`src/pis_pkg.sv`:
```
package pis_pkg;

  // ----------------------------------------------------------------
  // register map
  // ----------------------------------------------------------------
  localparam logic [7:0] CFG_ROUTE_AB = 8'h5C;
  localparam logic [7:0] CFG_ROUTE_CD = 8'h5D;
  localparam logic [11:0] IO_TRIG_LOW = 12'h4D0;
  localparam logic [11:0] IO_TRIG_HIGH = 12'h4D1;
  localparam logic [7:0] ROUTE_RESET = 8'h00;
  localparam logic [7:0] TRIG_RESET = 8'h00;

  // ----------------------------------------------------------------
  // field layout
  // ----------------------------------------------------------------
  localparam int LO_FIELD_LSB = 0;
  localparam int HI_FIELD_LSB = 4;
  localparam logic [3:0] CODE_DISABLE = 4'h0;
  localparam logic [3:0] CODE_RESERVED_CODE_A = 4'h2;
  localparam logic [3:0] CODE_RESERVED_CODE_B = 4'h8;
  localparam logic [3:0] CODE_RESERVED_CODE_C = 4'hD;
  // writable bits of the sensitivity registers, reserved bits stay zero
  localparam logic [7:0] TRIG_LOW_MASK = 8'hFA;
  localparam logic [7:0] TRIG_HIGH_MASK = 8'hDE;
  localparam int NUM_PCI = 4;
  localparam int NUM_IRQ = 16;

  // ----------------------------------------------------------------
  // carriers
  // ----------------------------------------------------------------
  typedef struct packed {
    logic wr;
    logic rd;
    logic [7:0] index;
    logic [7:0] wdata;
  } pis_cfg_req_t;

  typedef struct packed {
    logic wr;
    logic rd;
    logic [11:0] addr;
    logic [7:0] wdata;
  } pis_io_req_t;

endpackage

```
`src/pis_route_decode.sv`:
```
`timescale 1ns/1ps
// ------------------------------------------------------------------
// one steering field decoded to a one-hot irq vector
// ------------------------------------------------------------------
module pis_route_decode (
  input wire logic [3:0] code,
  input wire logic active,
  output logic [pis_pkg::NUM_IRQ-1:0] onehot
);
  import pis_pkg::*;

  // reserved codes act like disable
  always_comb begin
    onehot = '0;
    if (active && code != CODE_DISABLE && code != CODE_RESERVED_CODE_A &&
        code != CODE_RESERVED_CODE_B && code != CODE_RESERVED_CODE_C) begin
      onehot[code] = 1'b1;
    end
  end
endmodule

```
`src/pis_top.sv`:
```
`timescale 1ns/1ps
// Operation
// - each of four pci lines routes to a selectable irq input.
// - routed irq still sees its own external irq pin.
// - pci lines are active low; routed request is inverted to high.
// - every irq defaults to positive edge triggering.
// - each irq except 0, 2, 8, 13 individually selectable as edge or level.
// - global level bit from first init word forces all irqs level.
// - 4-bit fields; 0 disables, codes 2, 8, 13 reserved, else irq number.
// - low sensitivity register covers irqs 7,6,5,4,3,1; bits 2,0 zero.
// - high register bits 7,6,4 cover irqs 15,14,12; bit 5 zero.
// - high register bits 3,2,1 cover irqs 11,10,9; bit 0 zero.
// - reset clears steering and sensitivity registers.
module pis_top (
  input wire logic REF_CLK,
  input wire logic RSTN,
  input wire pis_pkg::pis_cfg_req_t CFG_REQ,
  input wire pis_pkg::pis_io_req_t IO_REQ,
  input wire logic [pis_pkg::NUM_PCI-1:0] PCI_IRQ_LINE_N,
  input wire logic [pis_pkg::NUM_IRQ-1:0] EXT_IRQ,
  input wire logic LEVEL_ALL,
  output logic [7:0] CFG_RDATA,
  output logic [7:0] IO_RDATA,
  output logic [pis_pkg::NUM_IRQ-1:0] IRQ_REQ,
  output logic [pis_pkg::NUM_IRQ-1:0] IRQ_LEVEL
);
  import pis_pkg::*;

  // ----------------------------------------------------------------
  // registers
  // ----------------------------------------------------------------
  logic [7:0] route_ab_reg, route_ab_next;
  logic [7:0] route_cd_reg, route_cd_next;
  logic [7:0] trig_lo_reg, trig_lo_next;
  logic [7:0] trig_hi_reg, trig_hi_next;
  logic [7:0] cfg_rdata_next, io_rdata_next;
  logic [NUM_IRQ-1:0] irq_req_next, irq_level_next;
  logic [NUM_IRQ-1:0] hot_a, hot_b, hot_c, hot_d;

  // field extraction shared by the four decoders
  function automatic logic [3:0] field(input logic [7:0] r,
                                       input int lsb);
    field = r[lsb +: 4];
  endfunction

  // register writes and read mux
  always_comb begin
    route_ab_next = route_ab_reg;
    route_cd_next = route_cd_reg;
    trig_lo_next = trig_lo_reg;
    trig_hi_next = trig_hi_reg;
    cfg_rdata_next = CFG_RDATA;
    io_rdata_next = IO_RDATA;
    if (CFG_REQ.wr) begin
      if (CFG_REQ.index == CFG_ROUTE_AB) route_ab_next = CFG_REQ.wdata;
      if (CFG_REQ.index == CFG_ROUTE_CD) route_cd_next = CFG_REQ.wdata;
    end
    if (IO_REQ.wr) begin
      if (IO_REQ.addr == IO_TRIG_LOW)
        trig_lo_next = IO_REQ.wdata & TRIG_LOW_MASK;
      if (IO_REQ.addr == IO_TRIG_HIGH)
        trig_hi_next = IO_REQ.wdata & TRIG_HIGH_MASK;
    end
    if (CFG_REQ.rd) begin
      case (CFG_REQ.index)
        CFG_ROUTE_AB: cfg_rdata_next = route_ab_reg;
        CFG_ROUTE_CD: cfg_rdata_next = route_cd_reg;
        default: cfg_rdata_next = 8'h00;
      endcase
    end
    if (IO_REQ.rd) begin
      case (IO_REQ.addr)
        IO_TRIG_LOW: io_rdata_next = trig_lo_reg;
        IO_TRIG_HIGH: io_rdata_next = trig_hi_reg;
        default: io_rdata_next = 8'h00;
      endcase
    end
  end

  // ----------------------------------------------------------------
  // steering
  // ----------------------------------------------------------------
  pis_route_decode u_dec_a (.code(field(route_ab_reg, LO_FIELD_LSB)),
    .active(~PCI_IRQ_LINE_N[0]), .onehot(hot_a));
  pis_route_decode u_dec_b (.code(field(route_ab_reg, HI_FIELD_LSB)),
    .active(~PCI_IRQ_LINE_N[1]), .onehot(hot_b));
  pis_route_decode u_dec_c (.code(field(route_cd_reg, LO_FIELD_LSB)),
    .active(~PCI_IRQ_LINE_N[2]), .onehot(hot_c));
  pis_route_decode u_dec_d (.code(field(route_cd_reg, HI_FIELD_LSB)),
    .active(~PCI_IRQ_LINE_N[3]), .onehot(hot_d));

  // merge pci requests (inverted above) with external pins
  always_comb begin
    irq_req_next = EXT_IRQ | hot_a | hot_b | hot_c | hot_d;
    // edge by default, per-irq level bit, global override
    irq_level_next = {trig_hi_reg, trig_lo_reg};
    if (LEVEL_ALL) irq_level_next = '1;
  end

  // state update
  always_ff @(posedge REF_CLK) begin
    if (!RSTN) begin
      route_ab_reg <= ROUTE_RESET;
      route_cd_reg <= ROUTE_RESET;
      trig_lo_reg <= TRIG_RESET;
      trig_hi_reg <= TRIG_RESET;
      CFG_RDATA <= 8'h00;
      IO_RDATA <= 8'h00;
      IRQ_REQ <= '0;
      IRQ_LEVEL <= '0;
    end else begin
      route_ab_reg <= route_ab_next;
      route_cd_reg <= route_cd_next;
      trig_lo_reg <= trig_lo_next;
      trig_hi_reg <= trig_hi_next;
      CFG_RDATA <= cfg_rdata_next;
      IO_RDATA <= io_rdata_next;
      IRQ_REQ <= irq_req_next;
      IRQ_LEVEL <= irq_level_next;
    end
  end

  // ----------------------------------------------------------------
  // checks
  // ----------------------------------------------------------------
  property p_route_a;
    @(posedge REF_CLK) disable iff (!RSTN)
    (!PCI_IRQ_LINE_N[0] && route_ab_reg[3:0] == 4'h5)
      |=> IRQ_REQ[5];
  endproperty
  a_route_a: assert property (p_route_a) else $error("inta not routed");

  property p_ext_kept;
    @(posedge REF_CLK) disable iff (!RSTN)
    EXT_IRQ[9] |=> IRQ_REQ[9];
  endproperty
  a_ext_kept: assert property (p_ext_kept) else $error("ext pin lost");

  property p_invert;
    @(posedge REF_CLK) disable iff (!RSTN)
    (PCI_IRQ_LINE_N == 4'hF && EXT_IRQ == '0) |=> IRQ_REQ == '0;
  endproperty
  a_invert: assert property (p_invert) else $error("idle line asserts");

  property p_level_all;
    @(posedge REF_CLK) disable iff (!RSTN)
    LEVEL_ALL |=> IRQ_LEVEL == 16'hFFFF;
  endproperty
  a_level_all: assert property (p_level_all) else $error("no override");

  property p_reserved_code;
    @(posedge REF_CLK) disable iff (!RSTN)
    (route_ab_reg[3:0] == 4'h8 && PCI_IRQ_LINE_N[3:1] == 3'h7 &&
     EXT_IRQ[8] == 1'b0) |=> !IRQ_REQ[8];
  endproperty
  a_reserved_code: assert property (p_reserved_code) else $error("reserved code routed");

  property p_lo_mask;
    @(posedge REF_CLK) disable iff (!RSTN)
    (IO_REQ.wr && IO_REQ.addr == IO_TRIG_LOW) |=> trig_lo_reg[2] == 1'b0 &&
      trig_lo_reg[0] == 1'b0 && trig_lo_reg[7] == $past(IO_REQ.wdata[7]);
  endproperty
  a_lo_mask: assert property (p_lo_mask) else $error("low sens bad");

  property p_hi_mask;
    @(posedge REF_CLK) disable iff (!RSTN)
    (IO_REQ.wr && IO_REQ.addr == IO_TRIG_HIGH) |=> trig_hi_reg[5] == 1'b0 &&
      trig_hi_reg[0] == 1'b0 && trig_hi_reg[1] == $past(IO_REQ.wdata[1]);
  endproperty
  a_hi_mask: assert property (p_hi_mask) else $error("high sens bad");

  property p_per_irq;
    @(posedge REF_CLK) disable iff (!RSTN)
    (!LEVEL_ALL && trig_hi_reg[7]) |=> IRQ_LEVEL[15];
  endproperty
  a_per_irq: assert property (p_per_irq) else $error("irq15 not level");

  // the other three lines reach their programmed targets
  property p_route_b;
    @(posedge REF_CLK) disable iff (!RSTN)
    (!PCI_IRQ_LINE_N[1] && route_ab_reg[7:4] == 4'h4)
      |=> IRQ_REQ[4];
  endproperty
  a_route_b: assert property (p_route_b) else $error("intb lost");

  property p_route_c;
    @(posedge REF_CLK) disable iff (!RSTN)
    (!PCI_IRQ_LINE_N[2] && route_cd_reg[3:0] == 4'hF)
      |=> IRQ_REQ[15];
  endproperty
  a_route_c: assert property (p_route_c) else $error("intc lost");

  property p_route_d;
    @(posedge REF_CLK) disable iff (!RSTN)
    (!PCI_IRQ_LINE_N[3] && route_cd_reg[7:4] == 4'h9)
      |=> IRQ_REQ[9];
  endproperty
  a_route_d: assert property (p_route_d) else $error("intd lost");

  // a disabled field drives nothing, whatever its own line does
  property p_disable;
    @(posedge REF_CLK) disable iff (!RSTN)
    (route_ab_reg[3:0] == CODE_DISABLE && PCI_IRQ_LINE_N[3:1] == 3'h7 &&
     EXT_IRQ == '0) |=> IRQ_REQ == '0;
  endproperty
  a_disable: assert property (p_disable) else $error("disabled routed");

  // cleared sensitivity registers leave every irq edge triggered
  property p_edge_dflt;
    @(posedge REF_CLK) disable iff (!RSTN)
    (!LEVEL_ALL && trig_lo_reg == TRIG_RESET && trig_hi_reg == TRIG_RESET)
      |=> IRQ_LEVEL == '0;
  endproperty
  a_edge_dflt: assert property (p_edge_dflt) else $error("not edge");

  // irqs 11, 10 and 9 keep the written select bits
  property p_hi_mid;
    @(posedge REF_CLK) disable iff (!RSTN)
    (IO_REQ.wr && IO_REQ.addr == IO_TRIG_HIGH) |=>
      trig_hi_reg[3:1] == $past(IO_REQ.wdata[3:1]);
  endproperty
  a_hi_mid: assert property (p_hi_mid) else $error("irq9-11 sens bad");

  property p_reset;
    @(posedge REF_CLK) !RSTN |=> route_ab_reg == 8'h00 &&
      route_cd_reg == 8'h00 && trig_lo_reg == 8'h00 && trig_hi_reg == 8'h00;
  endproperty
  a_reset: assert property (p_reset) else $error("reset not cleared");

  c_routed: cover property (@(posedge REF_CLK) disable iff (!RSTN)
    route_cd_reg[3:0] == 4'hF && !PCI_IRQ_LINE_N[2] ##1 IRQ_REQ[15]);
  c_level: cover property (@(posedge REF_CLK) disable iff (!RSTN)
    IRQ_LEVEL[3] && !LEVEL_ALL);
  c_cfg_rd: cover property (@(posedge REF_CLK) disable iff (!RSTN)
    CFG_REQ.rd && CFG_REQ.index == 8'h5D);
endmodule

```
`config.mk`:
```
export PLATFORM = sky130hd
export DESIGN_NAME = pis_top
export DESIGN_NICKNAME = d
export VERILOG_FILES = /design/src/pis_pkg.sv /design/src/pis_route_decode.sv /design/src/pis_top.sv
export SDC_FILE = /design/constraint.sdc
export NUM_CORES = 1
export LEC_CHECK = 0
export BUFFER_PORTS_ARGS = -buffer_cell sky130_fd_sc_hd__buf_2
export CELL_PAD_IN_SITES_DETAIL_PLACEMENT = 1
export CELL_PAD_IN_SITES_GLOBAL_PLACEMENT = 1
export CORE_MARGIN = 5
export CORE_UTILIZATION = 40
export DETAILED_ROUTE_END_ITERATION = 12
export PLACE_DENSITY = 0.87
export SLEW_MARGIN = 20
export SYNTH_ARGS = -nofsm -noshare
export SYNTH_HDL_FRONTEND = slang
export SYNTH_HIERARCHICAL = 1
export SYNTH_SLANG_ARGS = --single-unit
```
`constraint.sdc`:
```
create_clock -name REF_CLK -period 3.9 [get_ports REF_CLK]
set_clock_uncertainty 0.2 [all_clocks]
set_input_delay 0.78 -clock REF_CLK [delete_from_list [all_inputs] [get_ports REF_CLK]]
set_output_delay 0.78 -clock REF_CLK [all_outputs]
set_load 0.05 [all_outputs]
```
==> results of run 1 <==
## worst paths after layout
kind / to / startpoint / slack (ns) / cells past startpoint
worst min register to register: IO_RDATA[7]$_SDFFE_PN0P_ / IO_RDATA[7]$_SDFFE_PN0P_ / 0.26 / 2
worst max register to register: IRQ_REQ[4]$_SDFF_PN0_ / route_ab_reg[7]$_SDFFE_PN0P_ / 2.12 / 4
worst max-delay path: route_ab_reg[1]$_SDFFE_PN0P_ / CFG_REQ[15] / 1.65 / 4
worst min-delay path: IO_RDATA[7]$_SDFFE_PN0P_ / IO_RDATA[7]$_SDFFE_PN0P_ / 0.26 / 2
## layer usage
layer  share of wire (%)  global-route usage (%)  up-vias
li1                    -                       -     1452
met1                  42                    22.8     1412
met2                  51                    32.9       78
met3                 5.1                    3.41       13
met4                 1.8                    7.16        0
met5                   0                       0        -
## layout make-up
cell class / count / area share, %
clock buffers: 9 / 3.03
clock inverters: 7 / 2.08
inverters: 4 / 0.368
multi-input cells: 277 / 42.6
flip-flops and latches: 72 / 35.3
well taps: 105 / 3.22
repair buffers: 109 / 13.4
## where the power goes
part           internal [mW]  switching [mW]  leakage (nW)  total (mW)
Sequential             0.751         0.00456         0.588       0.755
Combinational         0.0596           0.124          1.19       0.183
Clock                  0.309           0.325         0.100       0.634
## cell usage after synthesis (all sizes together)
cell type / instances
dfxtp: 72
nand2: 55
nor2: 40
mux2i: 33
o21a: 28
buf: 26
nand2b: 17
or4: 16
nand4: 12
clkbuf: 10
nor3: 9
a21boi: 8
mux2: 8
nand3b: 8
o21ai: 7
conb: 5
inv: 4
nand3: 4
or3b: 4
and2: 3
and4b: 2
nor2b: 2
and4: 1
nand4b: 1
nor3b: 1
nor4b: 1
## critical path, stage by stage
cell and delay (ns):
sky130_fd_sc_hd__buf_2 0.10, sky130_fd_sc_hd__and4b_1 0.49, sky130_fd_sc_hd__nand4b_1 0.59, sky130_fd_sc_hd__mux2i_1 0.34
## metrics by stage
| step | setup WS [ns] | cell area (um2) |
|---|---|---|
| after floorplan | 1.91 | 3420 |
| final | 1.65 | 4090 |
| after CTS | 1.66 | 4090 |
| after global routing | 1.55 | 4090 |
| after global placement | 1.36 | 3880 |
| after detailed placement | 1.28 | 3880 |
## logic make-up (layout without fill, tap and decap cells)
logic type	after synthesis	in the layout
compound gates	43	43
mux	41	41
flops	72	72
simple gates	176	176
buf+inv	40	129
other cells	5	17
==> out/results.env, run 1 <==
RUN_STATUS='finished clean'
POST-LAYOUT-TOTAL-POWER_mW=1.57
DRT_PASS1_ITERATIONS=4
NUMBER_OF_DESIGN_RULE_VIOLATIONS_LEFT_BY_THE_FIRST_DETAILED_ROUTER_ITERATION=59
TIMING_HOLD_VIOLATIONS_FINAL=0
NUM_ANTENNA_CELLS=0
YOSYS.AREA_SHARE.XOR_XNOR_PCT=0
CLK_PIN_SLEW_WORST_PATHS_NS=0.08
REG.LARGEST.LIST='IRQ_REQ (16), IRQ_LEVEL (13)'
GLOBALPLACE.CONGESTION=0.813
CTS-RESIZED-GATES=0
AVGROUTEDWIREPERCELL_UM=16.1
P_LEAK_nW=1.88
MAXSLEWHEADROOM_PCT=51.1
DESIGN.DIE.AREA_UM2=10400
TOP_CELLS_BY_AREA_SYNTH='sky130_fd_sc_hd__dfxtp_1, sky130_fd_sc_hd__mux2i_1, sky130_fd_sc_hd__o21a_1, sky130_fd_sc_hd__nand2_1, sky130_fd_sc_hd__buf_4'
CRIT_ARRIVAL_NS=2.31
TIMING.HOLD.WS_NS=0.257
SYNTH_SIMPLE_GATE_AREA_SHARE_PCT=28.2
COMBINATIONAL_FAMILY_WITH_THE_MOST_AREA_AFTER_SYNTHESIS='simple AND/OR/NAND/NOR gates'
FIN_UTIL_PCT=49.7
FINAL.PERIOD_UTILIZATION_PCT=57.7
WORSTMARGINPINSLEW_NS=0.733
TRACK_USAGE_PCT=18.7
AREA_FRACTION_IN_COMPOUND_GATES_AFTER_SYNTHESIS_PCT=9.04
CLOCK_ROOT_BUFFER_MASTER='sky130_fd_sc_hd__clkbuf_8'
DETAIL_ROUTE.DRC_VIOLATIONS=0
UNREPAIRED_SETUP_ENDPOINTS_AFTER_GLOBAL_ROUTING='no'
MAX_FLOP_REGISTER='IRQ_REQ'
TIMING.HOLD.WORST.CLASS='flip-flop to flip-flop'
TOTALWIRELENGTH_UM=9380
LARGEST_REGISTER_FFS=16
DRV_CAP=0
FIRST_PASS_GRT_WIRE_LENGTH_UM=15000
NUMBER_OF_FILL_CELLS=1028
PLACED_CELLS_INCL_TAPS=567
MAXIMUM_NUMBER_OF_PINS_ON_ONE_NET_BEFORE_GLOBAL_ROUTE_REPAIR=79
BOUNDARYPINS=111
DESIGN.FINAL.NETS=536
VIA_COUNT=2955
ROW_COUNT=33
CLOCK_LATENCY_NS=0.35
STARTPOINT_TYPE='input port'
SYNTH.FF_LATCH_COUNT=72
TIMING.CRITICAL_PATH.REQUIRED_NS=3.96
REPORT.FINAL.SETUP_VIOL=0
FINAL_SUM_OF_NEGATIVE_SETUP_SLACK_NS=0
CRITICAL_PATH.ENDPOINT_TYPE='flip-flop'
TIMING_MAX_TRANSITION_VIOLATIONS_FINAL=0
CTS-ROOT-TO-SINK-BUFFERS=2
CRIT_FANOUT=10
SYN_AREA_UM2=3380
YOSYS-MUX-AREA-FRACTION_PCT=12.4
ROUTED_VIA_DENSITY=5.07
LAYOUTNONFILLERINSTCOUNT=583
CTS.HOLD.BUFFERS_ADDED=0
INITIAL_UTILIZATION_PCT=41.1
MAX_CLOCK_FREQ_MHz=444
AREA.SEQUENTIAL_UM2=1440
GRT_ANTENNA_BEFORE_REPAIR=0
CTS_SINK_COUNT=72
MULTIINPUTGATEAREA_UM2=1740
AREA_SHARE_OF_THE_LARGEST_CELL_TYPE_AFTER_SYNTHESIS_PCT=42.7
GRT_REMAINING_OVERFLOW=0
POWER.IR.VDD_WORST_uV=207
CTS-BUFFERS-INSERTED=9
FIRST_GLOBAL_VIAS=3104
SYNTH.LARGEST_AREA_CELL='sky130_fd_sc_hd__dfxtp_1'
FINAL_COMMON_CELL='sky130_fd_sc_hd__buf_2'
SYNTH_CELL_TYPES=32
SYNTH_CELLS=377
POST-CTS-SETUP-BUFFERS=0
HTREEDEPTH=3
BUFFER_PORTS.INSERTED=108
DIE_WIDTH_UM=102
DIE_HEIGHT_UM=102
MOST_FREQUENT_CELLS_IN_THE_LAYOUT='sky130_fd_sc_hd__buf_2, sky130_fd_sc_hd__dfxtp_1, sky130_fd_sc_hd__nand2_1, sky130_fd_sc_hd__nor2_1, sky130_fd_sc_hd__mux2i_1'
YS.WARNINGS.COUNT=6
TIMING_WORST_SETUP_PATH_TYPE='input port to flip-flop'
SYNTH-SEQ-AREA-SHARE_PCT=42.7
LAYOUT-DRIVE-GT1-SHARE_PCT=28.7
PWR_DENSITY_CELL_nW_PER_UM2=385
POST-ROUTE-MIN-PERIOD_NS=2.25
CTS_TREE='done'
ANTENNA_VIOLATING_NETS_POST_ROUTE=0
HPWLAFTERDP_UM=7140
SYNTHTOLAYOUTAREAGROWTH_PCT=21.0
SYNTH_AREA_PER_CELL_UM2=8.96
ADDER_AND_MAJORITY_GATE_PORTION_OF_THE_SYNTHESIZED_AREA_PCT=0
CORE_UM2=8220
Power figures use the tool's default switching activity.
==> run 2, diff against run 1 <==
ABC_AREA = 1   (was default)
CORE_UTILIZATION = 33   (was 40)
PLACE_DENSITY = 0.78   (was 0.87)
clock period = 2 ns   (was 3.9 ns; I/O delays follow)
==> run 2 against run 1 <==
Compared with the run above: register-to-register slack got worse by 2.0 ns; largest power group is now clock; sequential power rose by 99%; critical path depth rose by 4; via count rose by 44%; worst hold slack got worse by 0.11 ns; highest routed layer unchanged; final cell count rose by 53%; synthesized area rose by 23%; routed wire length rose by 43%; die area rose by 44%; largest cell class unchanged.
==> out/results.env, run 2 <==
RUN_STATUS='finished clean'
SYNTH_COMMON_CELLS='sky130_fd_sc_hd__nand2_1, sky130_fd_sc_hd__nor2_1, sky130_fd_sc_hd__inv_1'
TOTALWIRELENGTH_UM=13400
DIE_WIDTH_UM=122
GLOBALPLACE.CONGESTION=0.836
CRIT_PATH_MAX_DELAY_CELL_TYPE='sky130_fd_sc_hd__dfxtp_2'
BOUNDARYPINS=111
DETAILEDPLACE.WORSTSLACK_NS=-0.0226
ROW_COUNT=41
DETAIL_ROUTE.DRC_VIOLATIONS=0
AREA_SHARE_OF_THE_LARGEST_CELL_TYPE_AFTER_SYNTHESIS_PCT=34.8
DOMINANTREGCELLSYNTH='sky130_fd_sc_hd__dfxtp_1'
DESIGN.FINAL.NETS=777
MOST_FREQUENT_CELLS_IN_THE_LAYOUT='sky130_fd_sc_hd__nand2_1, sky130_fd_sc_hd__buf_2, sky130_fd_sc_hd__nor2_1, sky130_fd_sc_hd__inv_1, sky130_fd_sc_hd__dfxtp_1'
REG_POWER_SHARE_PCT=41.1
CRITPATHLAUNCH='route_ab_reg[0]$_SDFFE_PN0P_'
GRT_REMAINING_OVERFLOW=0
POSTSYNTH.ASYNCRESETSHARE_PCT=0
NET_SW_SHARE_PCT=26.8
PWR_DENSITY_CELL_nW_PER_UM2=695
SYNTH_CELL_TYPES=26
CRIT_PATH_MAX_INCR_DELAY_NS=0.35
HPWLAFTERDP_UM=10200
MAX_CLOCK_FREQ_MHz=538
CRITICAL_PATH.ENDPOINT_TYPE='flip-flop'
HTREEDEPTH=3
P_INT_mW=2.66
YS.WARNINGS.COUNT=6
PLACED_CELLS_INCL_TAPS=875
STARTPOINT_TYPE='flip-flop'
SYNTH_CELLS=613
NUMBER_OF_SYNTHESIZED_FLOPS_WITH_AN_ENABLE_PIN=0
SYNTH-SEQ-AREA-SHARE_PCT=34.8
WORST_PATH_DOMINANT_CELL_FAMILY='simple AND/OR/NAND/NOR gates'
ANTENNA_VIOLATING_NETS_POST_ROUTE=0
FF2FF_PATH_DEPTH=8
WORSTPATHBUFFERINVERTERCOUNT=2
TIMING_WORST_SETUP_PATH_TYPE='flip-flop to flip-flop'
UNREPAIRED_SETUP_ENDPOINTS_AFTER_GLOBAL_ROUTING='no'
SYN_AREA_UM2=4140
FINAL.PERIOD_UTILIZATION_PCT=93.0
TIMING.CRITICAL_PATH.REQUIRED_NS=2.01
TIMING.CRITICAL_PATH.DEPTH=8
MOST_INSTANTIATED_LIBRARY_CELL_AFTER_SYNTHESIS='sky130_fd_sc_hd__nand2_1'
CORE_UM2=12500
CTS-BUFFERS-INSERTED=9
TIMING.HOLD.WORST.CLASS='input port to flip-flop'
CTS_SINK_COUNT=72
DRV_CAP=0
REG.LARGEST.LIST='IRQ_REQ (16), IRQ_LEVEL (13)'
NUMBER_OF_DESIGN_RULE_VIOLATIONS_LEFT_BY_THE_FIRST_DETAILED_ROUTER_ITERATION=294
MAX_FLOP_REGISTER='IRQ_REQ'
VIA_COUNT=4253
GRT_ANTENNA_BEFORE_REPAIR=0
CTS-ROOT-TO-SINK-BUFFERS=2
FIRST_GLOBAL_VIAS=4383
REG_TO_REG_START='route_ab_reg[0]$_SDFFE_PN0P_'
CRIT_FANOUT=11
LAYOUT-DRIVE-GT1-SHARE_PCT=34.8
POWER.IR.VDD_WORST_uV=410
MAXIMUM_NUMBER_OF_PINS_ON_ONE_NET_BEFORE_GLOBAL_ROUTE_REPAIR=26
WORSTPATHCELLLIST='nor3_1 > nor2_2 > nand2_2 > buf_12 > nor2_2 > or2_2 > o41ai_2 > inv_1'
FINALWORSTSETUPSLACK_NS=0.140
NUM_ANTENNA_CELLS=0
PWR-SHARE-CLK_PCT=44.8
PWR-SHARE-COMB_PCT=14.1
ROUTED_VIA_DENSITY=4.77
DIE_HEIGHT_UM=122
AVGROUTEDWIREPERCELL_UM=15.0
P_SW_mW=0.978
CLOCK_LATENCY_NS=0.34
P_LEAK_nW=2.48
PATH_COMMON_CELL='sky130_fd_sc_hd__nor2_2'
SYNTH.FF_LATCH_COUNT=72
CTS_TREE='done'
DESIGN.DIE.AREA_UM2=14900
TIMING_HOLD_VIOLATIONS_FINAL=0
SYNTHTOLAYOUTAREAGROWTH_PCT=26.5
TIMING.REG2REG.SETUP_SLACK_NS=0.14
REPORT.FINAL.SETUP_VIOL=0
FINAL_COMMON_CELL='sky130_fd_sc_hd__nand2_1'
INITIAL_UTILIZATION_PCT=33.2
CLOCK_ROOT_BUFFER_MASTER='sky130_fd_sc_hd__clkbuf_16'
LARGEST_REGISTER_FFS=16
TRACK_USAGE_PCT=17.8
WORST_SETUP_PATH_ENDPOINT='IRQ_REQ[9]$_SDFF_PN0_'
TOP_CELLS_BY_AREA_SYNTH='sky130_fd_sc_hd__dfxtp_1, sky130_fd_sc_hd__nand2_1, sky130_fd_sc_hd__nor2_2, sky130_fd_sc_hd__nor2_1, sky130_fd_sc_hd__inv_1'
BUFFER_PORTS.INSERTED=108
FIRST_PASS_GRT_WIRE_LENGTH_UM=20900
SYNTH_AREA_PER_CELL_UM2=6.76
LAYOUTNONFILLERINSTCOUNT=891
DRT_PASS1_ITERATIONS=5
TIMING_MAX_TRANSITION_VIOLATIONS_FINAL=0
CLK_PIN_SLEW_WORST_PATHS_NS=0.06
TIMING.RR.END='IRQ_REQ[9]$_SDFF_PN0_'
POST-ROUTE-MIN-PERIOD_NS=1.86
CRIT_ARRIVAL_NS=1.87
SYNTH.LARGEST_AREA_CELL='sky130_fd_sc_hd__dfxtp_1'
## run 2: cell types whose count changed after synthesis, sizes merged, moves of 17 or more
cell / before / now
nand2: 55 / 138
o21a: 28 / 0
nor2: 40 / 134
or2: 0 / 17
a21oi: 0 / 22
nand2b: 17 / 0
nand3: 4 / 41
mux2i: 33 / 0
nand4: 12 / 34
inv: 4 / 78
## run 2: per-layer routing
metal | share of wire [%] | global-route usage (%)
met5 | 0 | 0
met4 | 2.4 | 5.95
met3 | 5.1 | 4.50
met2 | 49 | 30.8
met1 | 43 | 21.6
## run 2: area by class of cell
cell class	instances	area (um2)
Fill cell	1627	7220
Multi-Input combinational cell	428	2270
Sequential cell	72	1460
Timing Repair Buffer	125	706
Inverter	78	293
Clock buffer	14	264
Tap cell	172	215
Clock inverter	2	37.5
## run 2: how the worst min path moves through the flow
stage,end,cells past startpoint,from
floorplan,IRQ_LEVEL[11]$_SDFF_PN0_,2,trig_hi_reg[3]$_SDFFE_PN0P_
detailed placement,IRQ_LEVEL[3]$_SDFF_PN0_,2,trig_lo_reg[3]$_SDFFE_PN0P_
global placement,IRQ_LEVEL[3]$_SDFF_PN0_,2,trig_lo_reg[3]$_SDFFE_PN0P_
CTS,IRQ_REQ[13]$_SDFF_PN0_,4,EXT_IRQ[13]
global route,IRQ_REQ[13]$_SDFF_PN0_,4,EXT_IRQ[13]
finish,IRQ_REQ[13]$_SDFF_PN0_,4,EXT_IRQ[13]
## run 2: what timing repair did
item	in CTS	in global routing
setup buffers	0	0
gates resized for setup	6	22
cloned	0	0
hold buffers	0	0
setup endpoints to repair	6	12
## run 2: power groups by stage
stage	clock, mW	sequential, mW	combinational, mW
floorplan	0	1.69	0.198
global placement	0	1.53	0.490
detailed placement	0	1.53	0.501
CTS	1.67	1.50	0.506
global route	1.72	1.50	0.554
finish	1.63	1.50	0.513
## run 2: logic make-up (layout without fill, tap and decap cells)
group / Yosys count / in the layout / synth area share, %
flip-flops: 72 / 72 / 34.8
buffers and inverters: 125 / 219 / 14.6
AO/OA/AOI/OAI: 40 / 40 / 6.64
other: 5 / 17 / 0.453
AND/OR/NAND/NOR: 371 / 371 / 43.6
## run 2: per-stage QoR
step	power, mW	util (%)	hold slack [ns]	cell area, um2	setup TNS (ns)
final	3.64	42.0	0.150	5240	0
after global routing	3.78	42.0	0.157	5240	0
after CTS	3.67	41.2	0.140	5130	0
after detailed placement	2.03	38.5	0.268	4800	-0.0500
after global placement	2.02	38.5	0.271	4800	-0.0274
after floorplan	1.89	-	0.236	4190	0
## run 2: tightest hold or removal path, stage by stage
cell,delay [ns]
sky130_fd_sc_hd__buf_2,0.07
sky130_fd_sc_hd__or2_2,0.09
sky130_fd_sc_hd__o41ai_1,0.05
sky130_fd_sc_hd__inv_1,0.04
==> run 3, diff against run 2 <==
MAX_ROUTING_LAYER = met4   (was default)
PLACE_DENSITY = 0.72   (was 0.78)
==> run 3 against run 2 <==
Compared with the run above: non-clock buffer count decreased by 2; maximum frequency shrank 4.7%; sequential power about the same; power decreased by 0.61%; clock power hardly changed; sequential share of layout area increased by 0.24 points; critical path depth up 1; final cell count fell by 0.45%; critical endpoint is now IRQ_REQ[5]$_SDFF_PN0_.
==> out/results.env, run 3 (synthesis results as in run 2) <==
RUN_STATUS='finished clean'
DIE_HEIGHT_UM=122
MOST_FREQUENT_CELLS_IN_THE_LAYOUT='sky130_fd_sc_hd__nand2_1, sky130_fd_sc_hd__buf_2, sky130_fd_sc_hd__nor2_1, sky130_fd_sc_hd__inv_1, sky130_fd_sc_hd__dfxtp_1'
POST-LAYOUT-TOTAL-POWER_mW=3.62
ANTENNA_VIOLATING_NETS_POST_ROUTE=0
DPL_CELL_AREA_UM2=4770
BUFFER_PORTS.INSERTED=108
CLK_PIN_SLEW_WORST_PATHS_NS=0.06
CRIT_FANOUT=12
NUM_ANTENNA_CELLS=0
TRACK_USAGE_PCT=18.3
SYNTHTOLAYOUTAREAGROWTH_PCT=24.6
TIMING.HOLD.WS_NS=0.143
FINAL_COMMON_CELL='sky130_fd_sc_hd__nand2_1'
TIMING_HOLD_VIOLATIONS_FINAL=0
DESIGN.FINAL.NETS=775
CTS_SINK_COUNT=72
FINAL.PERIOD_UTILIZATION_PCT=97.6
FIRST_PASS_GRT_WIRE_LENGTH_UM=20900
WORSTMARGINPINSLEW_NS=0.507
ROW_COUNT=41
CRIT_PATH_MAX_DELAY_CELL_TYPE='sky130_fd_sc_hd__dfxtp_2'
WORSTPATHCELLLIST='nand2_1 > nor2_1 > nor2_2 > nand2_2 > buf_12 > nor2_2 > or2_2 > o41ai_1 > inv_1'
MAXIMUM_NUMBER_OF_PINS_ON_ONE_NET_BEFORE_GLOBAL_ROUTE_REPAIR=30
LAYOUTNONFILLERINSTCOUNT=887
NUMBER_OF_DESIGN_RULE_VIOLATIONS_LEFT_BY_THE_FIRST_DETAILED_ROUTER_ITERATION=178
HTREEDEPTH=3
FINAL_SUM_OF_NEGATIVE_SETUP_SLACK_NS=0
CRITICAL_PATH.ENDPOINT_TYPE='flip-flop'
ROUTED_VIA_DENSITY=4.67
MAX_CLOCK_FREQ_MHz=512
MAX_FLOP_REGISTER='IRQ_REQ'
CRIT_ARRIVAL_NS=1.96
FIRST_GLOBAL_VIAS=4365
DRV_CAP=0
CTS-BUFFERS-INSERTED=9
REPORT.FINAL.SETUP_VIOL=0
DETAILEDPLACE.WORSTSLACK_NS=-0.0248
PLACED_CELLS_INCL_TAPS=873
POWER.IR.VDD_WORST_uV=321
DETAIL_ROUTE.DRC_VIOLATIONS=0
BOUNDARYPINS=111
TIMING_MAX_TRANSITION_VIOLATIONS_FINAL=0
LAYOUT-DRIVE-GT1-SHARE_PCT=33.7
WORSTPATHBUFFERINVERTERCOUNT=2
TIMING_WORST_SETUP_PATH_TYPE='flip-flop to flip-flop'
DRT_PASS1_ITERATIONS=4
FIN_AREA_UM2=5160
TOTALWIRELENGTH_UM=13100
P_LEAK_nW=2.45
PWR_DENSITY_CELL_nW_PER_UM2=702
WORST_PATH_DOMINANT_CELL_FAMILY='simple AND/OR/NAND/NOR gates'
HPWLAFTERDP_UM=10000
CORE_UM2=12500
CTS_TREE='done'
INITIAL_UTILIZATION_PCT=33.2
FINALWORSTSETUPSLACK_NS=0.0475
TIMING.HOLD.WORST.CLASS='input port to flip-flop'
MAXSLEWHEADROOM_PCT=66.2
GRT_ANTENNA_BEFORE_REPAIR=0
FIN_UTIL_PCT=41.4
LARGEST_REGISTER_FFS=16
NUMBER_OF_FILL_CELLS=1664
CTS-ROOT-TO-SINK-BUFFERS=2
TIMING.CRITICAL_PATH.REQUIRED_NS=2.01
PATH_COMMON_CELL='sky130_fd_sc_hd__nor2_2'
REG.LARGEST.LIST='IRQ_REQ (16), IRQ_LEVEL (13)'
DESIGN.DIE.AREA_UM2=14900
GLOBALPLACE.CONGESTION=0.895
POST-ROUTE-MIN-PERIOD_NS=1.95
CRIT_PATH_MAX_INCR_DELAY_NS=0.40
GRT_REMAINING_OVERFLOW=0
AVGROUTEDWIREPERCELL_UM=14.7
CLOCK_ROOT_BUFFER_MASTER='sky130_fd_sc_hd__clkbuf_16'
STARTPOINT_TYPE='flip-flop'
CLOCK_LATENCY_NS=0.34
VIA_COUNT=4144
DIE_WIDTH_UM=122
run 3: changes by cell type in the layout (fill, tap and decap cells not counted), sizes merged:
cell    previous run  this run
clkinv             0         1
clkbuf            14        11
buf              125       123
run 3: per-layer routing:
layer  GRT usage (%)  part of all wire, %
met4            6.51                  2.5
met5               -                    0
met2            29.8                   47
met1            23.1                   46
met3            2.83                  3.9
run 3: final cells by class:
cell class | count | area [um2] | share of cell area [%]
multi-input cells | 428 | 2230 | 43.3
flip-flops and latches | 72 | 1450 | 28.0
repair buffers | 123 | 678 | 13.1
inverters | 78 | 293 | 5.67
clock buffers | 11 | 253 | 4.90
well taps | 172 | 215 | 4.17
clock inverters | 3 | 42.5 | 0.824
run 3: timing repair:
item                       4_1_cts  5_1_grt
hold endpoints to repair         0        0
hold buffers                     0        0
resized for setup                3       14
setup endpoints to repair        4       12
buffers inserted                 0        0
run 3: path summary, 6_finish.rpt:
path	from	end	slack, ns	cells past startpoint
worst max-delay path	route_ab_reg[2]$_SDFFE_PN0P_	IRQ_REQ[5]$_SDFF_PN0_	0.05	9
worst min-delay path	EXT_IRQ[2]	IRQ_REQ[2]$_SDFF_PN0_	0.14	4
worst max register to register	route_ab_reg[2]$_SDFFE_PN0P_	IRQ_REQ[5]$_SDFF_PN0_	0.05	9
worst min register to register	trig_lo_reg[6]$_SDFFE_PN0P_	IRQ_LEVEL[6]$_SDFF_PN0_	0.27	2
run 3: where the power goes:
group          internal, mW  total, mW  switching, mW
registers              1.48       1.50         0.0167
logic                 0.142      0.502          0.360
clock network          1.02       1.62          0.602
total                  2.64       3.62          0.980
run 3: tightest hold or removal path: cells and delay by family:
family	cells	cell delay (ns)
buffers and inverters	2	0.11
and+or+nand+nor	1	0.09
AOI/OAI and AO/OA	1	0.05
